==> config.mk <==
export PLATFORM = sky130hd
export DESIGN_NAME = nmcs_core_top
export DESIGN_NICKNAME = d
export VERILOG_FILES = /design/src/logic/nmcs_pkg.sv /design/src/logic/nmcs_stream_if.sv /design/src/logic/nmcs_fifo.sv /design/src/logic/nmcs_core_top.sv
export VERILOG_INCLUDE_DIRS = /design/src /design/src/logic
export SDC_FILE = /design/constraint.sdc
export NUM_CORES = 1
export LEC_CHECK = 0
export BUFFER_PORTS_ARGS = -buffer_cell sky130_fd_sc_hd__buf_2
export CORE_ASPECT_RATIO = 0.7
export CORE_UTILIZATION = 53
export DETAILED_ROUTE_END_ITERATION = 6
export PLACE_DENSITY = 0.72
export SYNTH_ARGS = -nofsm -noshare
export SYNTH_HDL_FRONTEND = slang
export SYNTH_HIERARCHICAL = 1
export SYNTH_SLANG_ARGS = --single-unit
==> constraint.sdc <==
create_clock -name clock_in -period 4.5 [get_ports clock_in]
set_input_delay 0.675 -clock clock_in [delete_from_list [all_inputs] [get_ports clock_in]]
set_output_delay 0.675 -clock clock_in [all_outputs]
set_load 0.05 [all_outputs]
==> src/logic/nmcs_core_regs.svh <==
// constants of the nibble controller core: widths, reset values, field positions
// assumes inclusion by the core top level only; the fifo takes its sizes as parameters
`ifndef NMCS_CORE_REGS_SVH
`define NMCS_CORE_REGS_SVH

`define NMCS_PC_W          9
`define NMCS_PAGE_W        6
`define NMCS_ROM_WORDS     512
`define NMCS_PTR_W         6
`define NMCS_RAM_WORDS     32
`define NMCS_OPND_W        9
`define NMCS_OPC_W         5
`define NMCS_CMD_W         14
`define NMCS_FIFO_DEPTH    8
`define NMCS_INSTR_DIV     8
`define NMCS_PC_RST        9'h000
`define NMCS_NIB_RST       4'h0
`define NMCS_PTR_RST       6'h00
`define NMCS_SEG_RST       8'h00
`define NMCS_SKL_RST       1'b1
`define NMCS_DIGIT_TOP     4'hf
`define NMCS_DIGIT_BOT     4'h0
`define NMCS_FEAT_COUNTER  0
`define NMCS_FEAT_UNUSED   1
`define NMCS_FEAT_PORT     2
`define NMCS_FEAT_OUTSEL   3

`endif

==> src/logic/nmcs_pkg.sv <==
// types shared by the nibble controller core and its command path
// assumes nothing beyond a SystemVerilog compiler
package nmcs_pkg;
    typedef enum logic [4:0] {
        OP_NOP,
        OP_ZERO_ACC,
        OP_ADD_CARRY,
        OP_STORE_ACC,
        OP_LOAD_PTR,
        OP_XCH_INC_SKIP,
        OP_XCH_DEC_SKIP,
        OP_SWAP_ACC_SHIFT,
        OP_LOAD_FEATURE,
        OP_SEG_FROM_RAM,
        OP_SEG_FROM_ROM,
        OP_READ_SEG_PORT,
        OP_LOAD_GP,
        OP_READ_GP_PORT,
        OP_JUMP,
        OP_JUMP_PAGE,
        OP_CALL,
        OP_RETURN
    } nmcs_op_t;
endpackage

==> src/logic/nmcs_stream_if.sv <==
// valid/ready word stream between the command fifo and the core
// assumes both ends share one clock
`timescale 1ns/1ps
interface nmcs_stream_if #(parameter int WIDTH = 14);
    logic             valid;
    logic             ready;
    logic [WIDTH-1:0] data;
    modport src (output valid, output data, input ready);
    modport snk (input valid, input data, output ready);
endinterface

==> src/logic/nmcs_fifo.sv <==
// first-in first-out buffer with valid/ready on both sides
// assumes one clock and a synchronous active-high reset
`timescale 1ns/1ps
module nmcs_fifo #(
    parameter int WIDTH = 14,
    parameter int DEPTH = 8
) (
    input  wire logic    clock_in,
    input  wire logic    srst_in,
    nmcs_stream_if.snk   wr,
    nmcs_stream_if.src   rd
);
    localparam int AW = (DEPTH > 1) ? $clog2(DEPTH) : 1;

    logic [WIDTH-1:0] mem [0:DEPTH-1];
    logic [AW-1:0]    wr_ptr_q;
    logic [AW-1:0]    rd_ptr_q;
    logic [AW:0]      count_q;
    logic             push;
    logic             pop;

    assign wr.ready = (count_q != (AW+1)'(DEPTH));
    assign rd.valid = (count_q != '0);
    assign rd.data  = mem[rd_ptr_q];
    assign push     = wr.valid && wr.ready;
    assign pop      = rd.valid && rd.ready;

    function automatic logic [AW-1:0] step(input logic [AW-1:0] p);
        step = (p == (AW)'(DEPTH-1)) ? '0 : p + 1'b1;
    endfunction

    always_ff @(posedge clock_in) begin
        if (push) begin
            mem[wr_ptr_q] <= wr.data;
        end
    end

    always_ff @(posedge clock_in) begin
        if (srst_in) begin
            wr_ptr_q <= '0;
            rd_ptr_q <= '0;
            count_q  <= '0;
        end else begin
            if (push) begin
                wr_ptr_q <= step(wr_ptr_q);
            end
            if (pop) begin
                rd_ptr_q <= step(rd_ptr_q);
            end
            if (push && !pop) begin
                count_q <= count_q + 1'b1;
            end else if (pop && !push) begin
                count_q <= count_q - 1'b1;
            end
        end
    end
endmodule

==> src/logic/nmcs_core_top.sv <==
// architectural state and i/o of the nibble controller: counter, stack, ram, alu, ports, serial unit
// assumes one 50 MHz clock, decoded instructions arriving as commands, pins from outside the clock domain
//
// Summary of operation
// - 9-bit program counter addresses 512 8-bit words, seen as 8 pages of 64.
// - counter reloads on each instruction cycle that takes a command, by default with its value plus one.
// - two 9-bit return registers form a two-deep last-in first-out stack.
// - data memory is 128 bits: 4 rows of eight 4-bit digits, 6-bit pointer.
// - top 2 pointer bits pick the row, low 3 digit bits pick the digit.
// - exchange-increment/decrement skips only on digit wrap between 15 and 0.
// - the 4-bit digit field drives the nibble output port.
// - 4-bit adder writes the accumulator and sends carry to the overflow bit.
// - segment latch loads accumulator (high) with ram digit (low), or rom; byte port pins readable.
// - port-drive bit enables byte port drivers; clear means high impedance input.
// - general-purpose register drives the 4 bidirectional general-purpose pins.
// - swap instruction exchanges accumulator and serial register, copies carry to latch.
// - feature register written only by load-feature; its bit 1 does nothing.
// - counter mode decrements the serial register on each falling serial input edge.
// - counter mode: serial clock pin shows latch, serial output shows feature bit 3.
// - shift mode shifts left each instruction cycle, serial input into bit 0.
// - shift mode: bit 3 out when feature bit 3 set, else output stays 0.
// - shift mode: serial clock is latch ANDed with instruction clock.
// - initialisation clears counter, accumulator, pointer, carry, ports, features; ram kept.
// - after initialisation the serial clock pin gives one sync pulse per cycle.
`timescale 1ns/1ps
`include "nmcs_core_regs.svh"
module nmcs_core_top #(
    parameter int INSTR_DIV  = `NMCS_INSTR_DIV,
    parameter int FIFO_DEPTH = `NMCS_FIFO_DEPTH
) (
    input  wire logic                    clock_in,
    input  wire logic                    srst_in,
    input  wire logic                    cmd_valid_in,
    input  wire logic [`NMCS_CMD_W-1:0]  cmd_data_in,
    output logic                         cmd_ready_out,
    input  wire logic [7:0]              rom_data_in,
    output logic [`NMCS_PC_W-1:0]        program_counter_out,
    output logic [3:0]                   accumulator_out,
    output logic                         carry_out,
    output logic [3:0]                   feature_out,
    output logic [3:0]                   nibble_port_out,
    input  wire logic [7:0]              seg_port_in,
    output logic [7:0]                   seg_port_out,
    output logic [7:0]                   seg_port_oe_out,
    input  wire logic [3:0]              gp_port_in,
    output logic [3:0]                   gp_port_out,
    output logic [3:0]                   gp_port_oe_out,
    input  wire logic                    serial_in,
    output logic                         serial_out,
    output logic                         serial_clock_pin_out
);
    nmcs_stream_if #(.WIDTH(`NMCS_CMD_W)) cmd_wr ();
    nmcs_stream_if #(.WIDTH(`NMCS_CMD_W)) cmd_rd ();

    assign cmd_wr.valid  = cmd_valid_in;
    assign cmd_wr.data   = cmd_data_in;
    assign cmd_ready_out = cmd_wr.ready;

    nmcs_fifo #(.WIDTH(`NMCS_CMD_W), .DEPTH(FIFO_DEPTH)) u_cmd_fifo (
        .clock_in (clock_in),
        .srst_in  (srst_in),
        .wr       (cmd_wr),
        .rd       (cmd_rd)
    );

    localparam int DW = (INSTR_DIV > 1) ? $clog2(INSTR_DIV) : 1;

    logic [DW-1:0]             div_q;
    logic                      cyc_en;
    logic                      cyc_phase;
    logic [`NMCS_PC_W-1:0]     program_counter_q;
    logic [`NMCS_PC_W-1:0]     return_save_first_q;
    logic [`NMCS_PC_W-1:0]     return_save_second_q;
    logic [`NMCS_PTR_W-1:0]    ram_pointer_q;
    logic [3:0]                acc_q;
    logic                      carry_q;
    logic [3:0]                feature_select_q;
    logic [7:0]                segment_latch_q;
    logic [3:0]                gp_reg_q;
    logic [3:0]                shift_count_reg_q;
    logic                      clock_gate_latch_q;
    logic                      skip_q;
    logic                      so_q;
    logic                      sk_q;
    logic [3:0]                ram [0:`NMCS_RAM_WORDS-1];
    logic [1:0]                si_sync_q;
    logic                      si_prev_q;
    logic [7:0]                seg_meta_q;
    logic [7:0]                seg_sync_q;
    logic [3:0]                gp_meta_q;
    logic [3:0]                gp_sync_q;
    logic                      exec;
    logic                      consume;
    logic                      si_fall;
    logic [1:0]                ram_row_select;
    logic [3:0]                ram_digit_select;
    logic [3:0]                mem_rd;
    logic [4:0]                add_sum;
    logic [3:0]                digit_next;
    logic [`NMCS_OPND_W-1:0]   opnd;
    logic [`NMCS_PC_W-1:0]     pc_inc;
    nmcs_pkg::nmcs_op_t        op;

    // divider gives the instruction-cycle enable; the first half of each cycle is the clock phase
    assign cyc_en    = (div_q == (DW)'(INSTR_DIV-1));
    assign cyc_phase = (div_q < (DW)'(INSTR_DIV/2));

    always_ff @(posedge clock_in) begin
        if (srst_in) begin
            div_q <= '0;
        end else begin
            div_q <= cyc_en ? '0 : div_q + 1'b1;
        end
    end

    assign op      = nmcs_pkg::nmcs_op_t'(cmd_rd.data[`NMCS_CMD_W-1 -: `NMCS_OPC_W]);
    assign opnd    = cmd_rd.data[`NMCS_OPND_W-1:0];
    // one command per instruction cycle; a stall in the core backs up into the fifo
    assign cmd_rd.ready = cyc_en;
    assign consume      = cyc_en && cmd_rd.valid;
    assign exec         = consume && !skip_q;
    assign pc_inc       = program_counter_q + 1'b1;

    function automatic logic [4:0] ram_index(input logic [`NMCS_PTR_W-1:0] ptr);
        ram_index = {ptr[5:4], ptr[2:0]};
    endfunction

    assign ram_row_select   = ram_pointer_q[5:4];
    assign ram_digit_select = ram_pointer_q[3:0];
    assign mem_rd           = ram[ram_index(ram_pointer_q)];
    assign add_sum          = {1'b0, acc_q} + {1'b0, mem_rd} + {4'h0, carry_q};
    assign digit_next       = (op == nmcs_pkg::OP_XCH_INC_SKIP) ? ram_digit_select + 1'b1
                                                                : ram_digit_select - 1'b1;

    // program counter and return stack; rom is outside, addressed by the counter
    always_ff @(posedge clock_in) begin
        if (srst_in) begin
            program_counter_q    <= `NMCS_PC_RST;
            return_save_first_q  <= `NMCS_PC_RST;
            return_save_second_q <= `NMCS_PC_RST;
        end else if (consume) begin
            program_counter_q <= pc_inc;
            if (exec) begin
                case (op)
                    nmcs_pkg::OP_JUMP: begin
                        program_counter_q <= opnd;
                    end
                    nmcs_pkg::OP_JUMP_PAGE: begin
                        program_counter_q <= {program_counter_q[`NMCS_PC_W-1:`NMCS_PAGE_W],
                                              opnd[`NMCS_PAGE_W-1:0]};
                    end
                    nmcs_pkg::OP_CALL: begin
                        program_counter_q    <= opnd;
                        return_save_first_q  <= pc_inc;
                        return_save_second_q <= return_save_first_q;
                    end
                    nmcs_pkg::OP_RETURN: begin
                        program_counter_q   <= return_save_first_q;
                        return_save_first_q <= return_save_second_q;
                    end
                    default: begin
                    end
                endcase
            end
        end
    end

    // skip flag drops the next command; a skipped command still advances the counter
    always_ff @(posedge clock_in) begin
        if (srst_in) begin
            skip_q <= 1'b0;
        end else if (consume) begin
            skip_q <= 1'b0;
            if (exec && (op == nmcs_pkg::OP_XCH_INC_SKIP)) begin
                skip_q <= (ram_digit_select == `NMCS_DIGIT_TOP);
            end else if (exec && (op == nmcs_pkg::OP_XCH_DEC_SKIP)) begin
                skip_q <= (ram_digit_select == `NMCS_DIGIT_BOT);
            end
        end
    end

    // ram pointer
    always_ff @(posedge clock_in) begin
        if (srst_in) begin
            ram_pointer_q <= `NMCS_PTR_RST;
        end else if (exec) begin
            if (op == nmcs_pkg::OP_LOAD_PTR) begin
                ram_pointer_q <= opnd[`NMCS_PTR_W-1:0];
            end else if (op == nmcs_pkg::OP_XCH_INC_SKIP || op == nmcs_pkg::OP_XCH_DEC_SKIP) begin
                ram_pointer_q <= {ram_row_select, digit_next};
            end
        end
    end

    // data memory is never reset so its contents survive initialisation
    always_ff @(posedge clock_in) begin
        if (exec) begin
            case (op)
                nmcs_pkg::OP_STORE_ACC,
                nmcs_pkg::OP_XCH_INC_SKIP,
                nmcs_pkg::OP_XCH_DEC_SKIP: begin
                    ram[ram_index(ram_pointer_q)] <= acc_q;
                end
                nmcs_pkg::OP_READ_SEG_PORT: begin
                    ram[ram_index(ram_pointer_q)] <= seg_sync_q[7:4];
                end
                default: begin
                end
            endcase
        end
    end

    // accumulator and overflow bit
    always_ff @(posedge clock_in) begin
        if (srst_in) begin
            acc_q   <= `NMCS_NIB_RST;
            carry_q <= 1'b0;
        end else if (exec) begin
            case (op)
                nmcs_pkg::OP_ZERO_ACC: begin
                    acc_q <= `NMCS_NIB_RST;
                end
                nmcs_pkg::OP_ADD_CARRY: begin
                    acc_q   <= add_sum[3:0];
                    carry_q <= add_sum[4];
                end
                nmcs_pkg::OP_XCH_INC_SKIP,
                nmcs_pkg::OP_XCH_DEC_SKIP: begin
                    acc_q <= mem_rd;
                end
                nmcs_pkg::OP_SWAP_ACC_SHIFT: begin
                    acc_q <= shift_count_reg_q;
                end
                nmcs_pkg::OP_READ_SEG_PORT: begin
                    acc_q <= seg_sync_q[3:0];
                end
                nmcs_pkg::OP_READ_GP_PORT: begin
                    acc_q <= gp_sync_q;
                end
                default: begin
                end
            endcase
        end
    end

    // feature register, segment latch, general-purpose register
    always_ff @(posedge clock_in) begin
        if (srst_in) begin
            feature_select_q <= `NMCS_NIB_RST;
            segment_latch_q  <= `NMCS_SEG_RST;
            gp_reg_q         <= `NMCS_NIB_RST;
        end else if (exec) begin
            if (op == nmcs_pkg::OP_LOAD_FEATURE) begin
                feature_select_q <= opnd[3:0];
            end
            if (op == nmcs_pkg::OP_SEG_FROM_RAM) begin
                segment_latch_q <= {acc_q, mem_rd};
            end else if (op == nmcs_pkg::OP_SEG_FROM_ROM) begin
                segment_latch_q <= rom_data_in;
            end
            if (op == nmcs_pkg::OP_LOAD_GP) begin
                gp_reg_q <= acc_q;
            end
        end
    end

    // pin synchronisers; only the second stage is looked at
    always_ff @(posedge clock_in) begin
        if (srst_in) begin
            si_sync_q  <= 2'b11;
            si_prev_q  <= 1'b1;
            seg_meta_q <= 8'h00;
            seg_sync_q <= 8'h00;
            gp_meta_q  <= 4'h0;
            gp_sync_q  <= 4'h0;
        end else begin
            si_sync_q  <= {si_sync_q[0], serial_in};
            si_prev_q  <= si_sync_q[1];
            seg_meta_q <= seg_port_in;
            seg_sync_q <= seg_meta_q;
            gp_meta_q  <= gp_port_in;
            gp_sync_q  <= gp_meta_q;
        end
    end

    // pulses narrower than one clock cycle may be missed by the sampled edge detector
    assign si_fall = si_prev_q && !si_sync_q[1];

    // serial register: swap wins over shifting or counting in the same cycle
    always_ff @(posedge clock_in) begin
        if (srst_in) begin
            shift_count_reg_q  <= `NMCS_NIB_RST;
            clock_gate_latch_q <= `NMCS_SKL_RST;
        end else if (exec && op == nmcs_pkg::OP_SWAP_ACC_SHIFT) begin
            shift_count_reg_q  <= acc_q;
            clock_gate_latch_q <= carry_q;
        end else if (feature_select_q[`NMCS_FEAT_COUNTER]) begin
            if (si_fall) begin
                shift_count_reg_q <= shift_count_reg_q - 1'b1;
            end
        end else if (cyc_en) begin
            shift_count_reg_q <= {shift_count_reg_q[2:0], si_sync_q[1]};
        end
    end

    // serial output and clock pins; feature bit 1 is deliberately not decoded
    always_ff @(posedge clock_in) begin
        if (srst_in) begin
            so_q <= 1'b0;
            sk_q <= 1'b0;
        end else if (feature_select_q[`NMCS_FEAT_COUNTER]) begin
            so_q <= feature_select_q[`NMCS_FEAT_OUTSEL];
            sk_q <= clock_gate_latch_q;
        end else begin
            so_q <= feature_select_q[`NMCS_FEAT_OUTSEL] && shift_count_reg_q[3];
            sk_q <= clock_gate_latch_q && cyc_phase;
        end
    end

    assign program_counter_out  = program_counter_q;
    assign accumulator_out      = acc_q;
    assign carry_out            = carry_q;
    assign feature_out          = feature_select_q;
    assign nibble_port_out      = ram_digit_select;
    assign seg_port_out         = segment_latch_q;
    assign seg_port_oe_out      = {8{feature_select_q[`NMCS_FEAT_PORT]}};
    assign gp_port_out          = gp_reg_q;
    assign gp_port_oe_out       = 4'hf;
    assign serial_out           = so_q;
    assign serial_clock_pin_out = sk_q;
endmodule

==> results of run 1 <==
cell type report:
| type | instances | area (sq um) |
|---|---|---|
| fill | 2076 | 10500 |
| inverter | 10 | 37.5 |
| tap | 364 | 455 |
| multi-input combinational | 644 | 4930 |
| clock buffer | 35 | 801 |
| sequential | 345 | 9310 |
| clock inverter | 22 | 226 |
| timing repair buffer | 106 | 606 |
state kept, by name (all words and copies together) (netlist names), 6 cells and up, named ones only:
name	count
return_save_first_q	9
ram	128
seg_port_out	8
seg_meta_q	8
program_counter_out	9
seg_sync_q	8
u_cmd_fifo/mem	112
ram_pointer_q	6
return_save_second_q	9
cells by family after synthesis:
group,synth area share
flops,0.638
simple gates,0.117
compound gates,0.0753
mux,0.116
buf+inv,0.0278
fa+ha+maj,0.0192
xor+xnor,0.00720
other cells,0.000257
worst max path at each step:
stage                     from          endpoint  cells after the start
after floorplan           flop  ram_pointer_q[3]                     13
after global placement    flop  ram_pointer_q[3]                     11
after detailed placement  flop        ram[13][2]                      8
after CTS                 flop        ram[13][2]                      8
after global routing      flop        ram[13][3]                      8
final                     flop  ram_pointer_q[3]                     11
critical path, cell delays in order, from the launching register on:
cell and delay [ns]:
dfxtp_1 0.32, buf_4 0.29, mux4_1 0.58, mux2_2 0.40, nor3b_1 0.43, nand2_1 0.23, ha_1 0.31, a21o_1 0.17
a21oi_1 0.17, xnor2_1 0.09, or4b_2 0.61, nand4_1 0.11
through the flow:
| step | power [uW] | cells |
|---|---|---|
| 2_1_floorplan | 3810 | 1071 |
| 3_3_place_gp | 3930 | 1469 |
| 3_5_place_dp | 3940 | 1469 |
| 4_1_cts | 6560 | 1526 |
| 5_1_grt | 6720 | 1526 |
| 6_report | 6520 | 1526 |
synth_stat cells, types with 16 or more instances:
cell,n,area share
nor3_1,21,0.0072
mux4_1,25,0.045
a21oi_1,55,0.019
mux2i_1,74,0.051
nor2b_1,30,0.013
o22ai_1,35,0.015
nand2_1,69,0.018
mux2_2,20,0.015
buf_4,16,0.0082
ha_1,16,0.014
edfxtp_1,240,0.49
clkbuf_1,37,0.0095
dfxtp_1,105,0.14
nand3_1,32,0.011
nor2_1,74,0.019
power by group:
| group | internal, uW | switching [uW] | total, uW |
|---|---|---|---|
| logic | 139 | 256 | 395 |
| registers | 3440 | 34.5 | 3480 |
| clock network | 1510 | 1140 | 2650 |
cell usage in the layout, fill, tap and decap left out, drive strengths merged, types with 9 or more instances in the layout:
cell,instances
edfxtp,240
buf,106
dfxtp,105
mux2i,74
nor2,74
nand2,70
a21oi,56
o22ai,35
clkbuf,35
nand3,32
nor2b,30
mux4,28
nor3,21
mux2,20
ha,16
clkinv,13
nand3b,12
nor4,11
inv,11
a211oi,9
a22o,9
nor3b,9
routing by layer:
| metal | part of all wire | up-vias |
|---|---|---|
| met3 | 0.084 | 43 |
| met2 | 0.42 | 378 |
| met4 | 0.018 | 0 |
| met1 | 0.48 | 4456 |
| met5 | 0 | - |
| li1 | - | 4245 |
==> flow_summary.toml, run 1 <==
[global_route]
met2_usage = 0.332
grt_pass1_vias = 8786
met1_usage = 0.364
grt.overflow.total = 0
grt_use_total = 0.231
top_usage_layer = "met1"
grt_pass1_wl_microns = 50300
grt_max_degree = 60
grt_util_met3 = 0.0428
antenna_found_initial = 0

[clock_tree]
clockRootBuffer = "clkbuf_16"
ctsHoldBuffers = 0
ctsResizeCount = 0
post_cts.repair.setup_buffers = 0
cts_buffers = 31
htree_levels = 1
cts_num_sinks = 345
cts_tree = "yes"
clk_pin_slew_worst_paths_ns = 0.06
cts_buffer_depth = 3
clk_latency_ns = 0.55

[critical_path]
reg2reg_depth = 11
cp.arrival_ns = 4.26
path_max_fanout = 16
cp-end-kind = "flop"
ff2ff_setup_slack_ns = 0.73
critPathKind = "flop to flop"
startpoint_type = "flop"
regToRegEndpoint = "ram_pointer_q[3]"
worst_ep_required_time_ns = 4.99

[placed_design]
gp_congestion = 0.839
port_buffers = 82
post-place-ws_ns = 0.758
postPlaceCellArea_sq_mm = 0.0153
dpl.hpwl_microns = 22200

[power_and_ir_drop]
leakage_uw = 0.00579
powerDensity_mw_per_mm2 = 398
irDropWorstVdd_v = 0.000308

[detailed_routing]
drt_wl_total_microns = 32300
wire_per_inst_microns = 21.2
ant_nets = 0
via_per_inst = 5.98
drc = 0
drt_pass1_iterations = 5
drt_iter0_drc = 885
vias = 9122

[timing]
worst_pin_slew_ns = 1.06
setup_viol = 0
fin_crit_sh = 0.839
setup_slack_ns = 0.726
fin_tns_setup_ns = 0
period_minus_slack_ns = 3.77
skew_ns = 0.0136
rsz0062_at_grt = "false"
slew_violations = 0
whs_ns = 0.316
hold_viol = 0
clock.fmax_ghz = 0.265
maxSlewHeadroom = 0.285

[synthesis]
ys_seq_area_frac = 0.638
synth_cell_type_count = 67
synth-main-ff-cell = "edfxtp_1"
async_flop_share = 0
synth_edf_count = 240
ys_seq_elements = 345
yosysWarningCount = 6
synth_area_sq_mm = 0.0146
netlist_instances = 1068
avgSynthCellArea_sq_um = 13.7

[run]
max_cap_violations = 0

[floorplan]
rows = 50
fp.dieW_microns = 200
die_h_microns = 141
initial_core_util = 0.543
ios = 87
coreArea_sq_mm = 0.0269
dieArea_sq_mm = 0.0282

[cells_and_area]
drive_gt1_frac = 0.176
layout-area-overhead-vs-synth_pct = 12.2
antennaDiodeCount = 0
num-nets-final = 1196
stdcell_area_sq_mm = 0.0164
utilization = 0.609

[outcome]
outcome = "finished, final reports clean"

[hold_path]
holdPathStages = 2
hold_start = "serial_in"
hold_end = "si_sync_q[0]"
hold_path.class = "input port to flop"
No activity file was read; power rests on OpenSTA's default activity.
==> run 2, diff against run 1 <==
- PLACE_DENSITY: 0.72 -> 0.75
- clock period: 4.5 -> 3.06 ns (I/O delays scaled with it)
==> run 2 against run 1 <==
  * The flow now finishes with violations (negative setup slack)
  * Fmax rose by 21%
  * Largest power group unchanged
  * Non-clock buffer count rose by 101
  * Die area did not move
  * Register-to-register slack got worse by 0.79 ns
  * Power rose by 53%
  * Critical path type unchanged
  * Global-route usage rose by 1.3 points
  * Final cell count rose by 6.9%
  * Critical endpoint is now accumulator_out[2]
  * Count of clock-buffer cells in the layout rose by 9
  * Combinational power rose by 77%
  * Core utilization rose by 5.5 points
  * First-iteration DRC count rose by 22%
  * Routed wire length rose by 9.4%
==> flow_summary.toml, run 2 (synthesized netlist as in run 1, its figures left out) <==
[timing]
fin_tns_setup_ns = -0.154
hold_viol = 0
period_minus_slack_ns = 3.12
skew_ns = 0.0213
clock.fmax_ghz = 0.320
setup_viol = 3
whs_ns = 0.136
slew_violations = 0
worst_pin_slew_ns = 0.665
rsz0062_at_grt = "true"
fin_crit_sh = 1.02
setup_slack_ns = -0.0616
maxSlewHeadroom = 0.557

[critical_path]
ff2ff_setup_slack_ns = -0.06
cp-end-kind = "flop"
critPathKind = "flop to flop"
path_max_fanout = 11
startpoint_type = "flop"
cp.arrival_ns = 3.52
worst_ep_required_time_ns = 3.46

[cells_and_area]
num-nets-final = 1300
drive_gt1_frac = 0.301
final_cell_mix = "edfxtp_1, buf_4, dfxtp_1"
largest_reg_flops = 128
layout-area-overhead-vs-synth_pct = 22.3
nFillCells = 1841
utilization = 0.663
final_common_cell = "edfxtp_1"
reg_top3 = "ram (128), u_cmd_fifo/mem (112)"
largest-register = "ram"

[clock_tree]
cts_num_sinks = 345
cts_buffers = 34
clk_latency_ns = 0.52
cts_tree = "yes"
htree_levels = 2
clk_pin_slew_worst_paths_ns = 0.06
ctsHoldBuffers = 0
clockRootBuffer = "clkbuf_16"
cts_buffer_depth = 3

[global_route]
grt_pass1_vias = 9136
grt_pass1_wl_microns = 52800
antenna_found_initial = 1
grt.overflow.total = 0
grt_use_total = 0.244
grt_max_degree = 61

[outcome]
outcome = "finished, violations left"
violations = "negative setup slack"

[floorplan]
dieArea_sq_mm = 0.0282
coreArea_sq_mm = 0.0269
fp.dieW_microns = 200
initial_core_util = 0.543
rows = 50
ios = 87
die_h_microns = 141

[placed_design]
post-place-ws_ns = -0.275
port_buffers = 82
dpl.hpwl_microns = 23700
gp_congestion = 0.898

[detailed_routing]
drt_pass1_iterations = 5
vias = 9761
via_per_inst = 5.98
wire_per_inst_microns = 21.6
ant_nets = 0
drt_wl_total_microns = 35300
drt_iter0_drc = 1083
drc = 0

[hold_path]
hold_path.class = "input port to flop"

[power_and_ir_drop]
irDropWorstVdd_v = 0.000364
leakage_uw = 0.00647
powerDensity_mw_per_mm2 = 560

[run]
max_cap_violations = 0
-- run 2: cell count changes in the layout (fill, tap and decap cells not counted), moves of 6 or more --
cell / before / now
buf_6: 0 / 6
buf_12: 1 / 10
nor2_2: 3 / 16
nor2_1: 71 / 58
buf_4: 24 / 108
mux2i_4: 0 / 6
o22ai_2: 0 / 14
o22ai_1: 35 / 20
mux2i_1: 74 / 56
mux2i_2: 0 / 12
-- run 2: layout make-up --
| cell class | instances | area [sq um] | area share |
|---|---|---|---|
| multi-input cells | 644 | 5400 | 0.302 |
| clock buffers | 44 | 930 | 0.0521 |
| well taps | 364 | 455 | 0.0255 |
| flip-flops and latches | 345 | 9320 | 0.522 |
| inverters | 10 | 37.5 | 0.00210 |
| diodes | 1 | 2.50 | 0.000140 |
| clock inverters | 17 | 181 | 0.0102 |
| repair buffers | 207 | 1520 | 0.0854 |
-- run 2: power by group --
group	total (uW)	switching [uW]	internal (uW)	leakage [uW]
Combinational	699	420	278	0.00257
Clock	4190	1700	2480	0.000539
Sequential	5110	47.9	5060	0.00336
-- run 2: final timing paths --
| check | from | endpoint | depth (start not counted) |
|---|---|---|---|
| setup / recovery | ram_pointer_q[1] | accumulator_out[2] | 13 |
| setup reg to reg | ram_pointer_q[1] | accumulator_out[2] | 13 |
| hold / removal | serial_in | si_sync_q[0] | 2 |
| hold reg to reg | si_sync_q[0] | si_sync_q[1] | 1 |
-- run 2: layer usage --
layer  global-route usage  up-vias  part of all wire
met5                    0        -                 0
met4               0.0707        0             0.023
met3               0.0534       71             0.087
met2                0.350      482              0.43
met1                0.373     4773              0.46
li1                     -     4435                 -
-- run 2: worst max-delay path: stages, from the launching register on --
cell     delay [ns]
dfxtp_4        0.38
buf_12         0.11
buf_12         0.13
buf_12         0.17
mux2i_2        0.28
o22ai_4        0.12
nor4_4         0.29
nand2_4        0.10
fa_2           0.39
fa_2           0.38
xor2_1         0.17
a22oi_1        0.14
a21oi_1        0.08
a221o_1        0.25
-- run 2: per-stage QoR --
stage | power [uW] | instances | instance area [sq um]
4_1_cts | 10000 | 1620 | 17400
3_5_place_dp | 5860 | 1551 | 16100
5_1_grt | 10300 | 1632 | 17800
2_1_floorplan | 5610 | 1071 | 14700
6_report | 10000 | 1632 | 17800
3_3_place_gp | 5840 | 1551 | 16100
-- run 2: timing repair --
item / in CTS / in global routing
cloned: 0 / 1
setup endpoints to repair: 75 / 244
pin swaps: 4 / 21
buffers inserted: 8 / 10
resized for setup: 24 / 79
==> run 3, diff against run 2 <==
- ABC_AREA: default -> 1
- BUFFER_PORTS_ARGS: -buffer_cell sky130_fd_sc_hd__buf_2 -> default
- DONT_BUFFER_PORTS: default -> 1
- PLACE_DENSITY: 0.75 -> 0.72
==> run 3 against run 2 <==
  * The flow now finishes without violations
  * Final cell count up 26%
  * Die area increased by 3.3%
  * Sequential cell count unchanged
  * Sequential share of layout area rose by 2.7 points
  * Combinational power fell by 37%
  * Worst hold slack worse by 0.11 ns
  * First-iteration DRC count grew 10%
==> flow_summary.toml, run 3 <==
[cells_and_area]
layout.cells.non_filler = 2050
layout-area-overhead-vs-synth_pct = 12.4
antennaDiodeCount = 0
reg_top3 = "ram (128), u_cmd_fifo/mem (112)"
final_common_cell = "nand2_1"
drive_gt1_frac = 0.104
largest-register = "ram"
num-nets-final = 1711
largest_reg_flops = 128
final_cell_mix = "nand2_1, nor2_1, edfxtp_1"
utilization = 0.608

[power_and_ir_drop]
irDropWorstVdd_v = 0.000374
swShare = 0.206
netSwitchingPower_uw = 2030
finalPower_uw = 9870
leakage_uw = 0.00697
p_seq_frac = 0.517
comb_power_share = 0.045
internal-power_uw = 7830
clockPowerShare = 0.438
powerDensity_mw_per_mm2 = 582

[synthesis]
yosysWarningCount = 6
yosysMostFrequentCell = "nand2_1"
ys_seq_elements = 345
synth_cell_type_count = 49
synth_area_sq_mm = 0.0151
synth_area_leaders = "edfxtp_1, dfxtp_1, nand2_1"
synth-main-ff-cell = "edfxtp_1"
synth_top_area_cell = "edfxtp_1"
ys_seq_area_frac = 0.617
async_flop_share = 0
synth_edf_count = 240
avgSynthCellArea_sq_um = 9.32
synth_top_area_share = 0.478
synth_commonest_cells = "nand2_1, nor2_1, edfxtp_1"
netlist_instances = 1619

[critical_path]
path_cells = "buf_12, nor2_1, nor2_1, o21ai_0, nand2_1, nand2_1, nand2_2, inv_1, nor2_2, nand2_1, inv_1, nand2_1, a21oi_2, nand3_1, buf_4, nor2_1"
regToRegEndpoint = "ram[22][1]"
startpoint_type = "flop"
cp_num_buf_inv = 4
crit_family = "simple AND/OR/NAND/NOR gates"
max_stage_delay_ns = 0.37
critPathKind = "flop to flop"
slowest_stage = "dfxtp_2"
cp-end-kind = "flop"
reg2reg_depth = 16
ff2ff_setup_slack_ns = 0.22
cp.arrival_ns = 3.01
path_max_fanout = 32
cp_common_cell = "nand2_1"
worst_ep_required_time_ns = 3.23

[floorplan]
coreArea_sq_mm = 0.0279
initial_core_util = 0.541
ios = 87
fp.dieW_microns = 204
die_h_microns = 143
dieArea_sq_mm = 0.0291
rows = 51

[hold_path]
hold_end = "ram_pointer_q[2]"
hold_path.class = "input port to flop"
holdPathStages = 1
hold_start = "srst_in"

[clock_tree]
cts_buffer_depth = 3
cts_tree = "yes"
cts_buffers = 34
post_cts.repair.setup_buffers = 0
htree_levels = 2
clk_pin_slew_worst_paths_ns = 0.06
cts_num_sinks = 345
clk_latency_ns = 0.51
clockRootBuffer = "clkbuf_16"

[timing]
rsz0062_at_grt = "false"
hold_viol = 0
setup_viol = 0
fin_tns_setup_ns = 0
skew_ns = 0.0219
fin_crit_sh = 0.929
worst_pin_slew_ns = 0.742
clock.fmax_ghz = 0.352
slew_violations = 0
period_minus_slack_ns = 2.84
maxSlewHeadroom = 0.505

[global_route]
antenna_found_initial = 0
grt.overflow.total = 0
grt_pass1_wl_microns = 55000
grt_max_degree = 53
grt_pass1_vias = 10100
grt_use_total = 0.245

[detailed_routing]
wire_per_inst_microns = 17.2
drt_pass1_iterations = 5
ant_nets = 0
vias = 11000
drt_iter0_drc = 1193
drc = 0
drt_wl_total_microns = 35300
via_per_inst = 5.35

[placed_design]
gp_congestion = 0.876
port_buffers = 0
numPlacedInstances = 1988
dpl.hpwl_microns = 23400

[run]
max_cap_violations = 0

[outcome]
outcome = "finished, final reports clean"
-- run 3: changes by cell type after synthesis, moves of 25 or more --
cell / delta
mux4_1: -25
nor2_1: +179
nor2b_1: -30
o21ai_0: +75
o22ai_1: -33
nand2_1: +467
o21ai_1: +42
mux2i_1: -74
inv_1: +91
-- run 3: worst max path at each step --
stage | start | end | slack [ns] | cells past startpoint
after detailed placement | flop | ram[24][2] | 0.14 | 14
after floorplan | flop | ram[0][0] | 0.07 | 12
final | flop | ram[22][1] | 0.22 | 16
after CTS | flop | ram[24][2] | 0.06 | 14
after global placement | ram_pointer_q[2] | accumulator_out[1] | 0.18 | 12
after global routing | flop | ram[25][2] | 0.0008 | 16
-- run 3: area by class of cell --
| class | instances | area (sq um) |
|---|---|---|
| Clock buffer | 52 | 1060 |
| Clock inverter | 10 | 126 |
| Fill cell | 2299 | 10900 |
| Inverter | 112 | 433 |
| Multi-Input combinational cell | 1095 | 4990 |
| Sequential cell | 345 | 9320 |
| Tap cell | 371 | 464 |
| Timing Repair Buffer | 65 | 567 |
-- run 3: per-layer routing --
layer  global-route usage  routed length, microns  part of all wire  up-vias
li1                     -                       -                 -     5369
met1                0.374                   16400              0.46     5136
met2                0.357                   15100              0.43      425
met3               0.0518                    3310             0.094       45
met4               0.0522                     463             0.013        0
met5                    0                       0                 0        -
-- run 3: logic make-up (layout without fill, tap and decap cells) --
kind of cell | count (synthesis) | in the layout | share of synthesized area
multiplexers | 3 | 3 | 0.00224
other | 1 | 4 | 0.000249
flip-flops | 345 | 345 | 0.617
buffers and inverters | 182 | 239 | 0.0559
AND/OR/NAND/NOR | 843 | 843 | 0.222
XOR/XNOR | 13 | 13 | 0.00755
AO/OA/AOI/OAI | 212 | 212 | 0.0767
adder cells (fa/ha/maj) | 20 | 20 | 0.0186
-- run 3: timing repair --
item	4_1_cts	5_1_grt
resized for setup	0	20
hold buffers	0	0
setup endpoints to repair	0	197
-- run 3: power by group through the flow --
stage               Clock (uW)  Combinational, uW  Sequential (uW)
global placement             0                426             5200
floorplan                    0                312             5190
detailed placement           0                434             5200
CTS                       4390                437             5100
finish                    4320                442             5100
global route              4560                497             5110
-- run 3: through the flow --
stage | hold slack [ns] | setup WS [ns] | area, sq um
floorplan | 0.388 | 0.0726 | 15100
global placement | 0.389 | 0.184 | 15700
detailed placement | 0.392 | 0.140 | 15700
CTS | 0.00284 | 0.0633 | 16900
global route | 0.00786 | 0.000833 | 17000
finish | 0.0276 | 0.219 | 17000
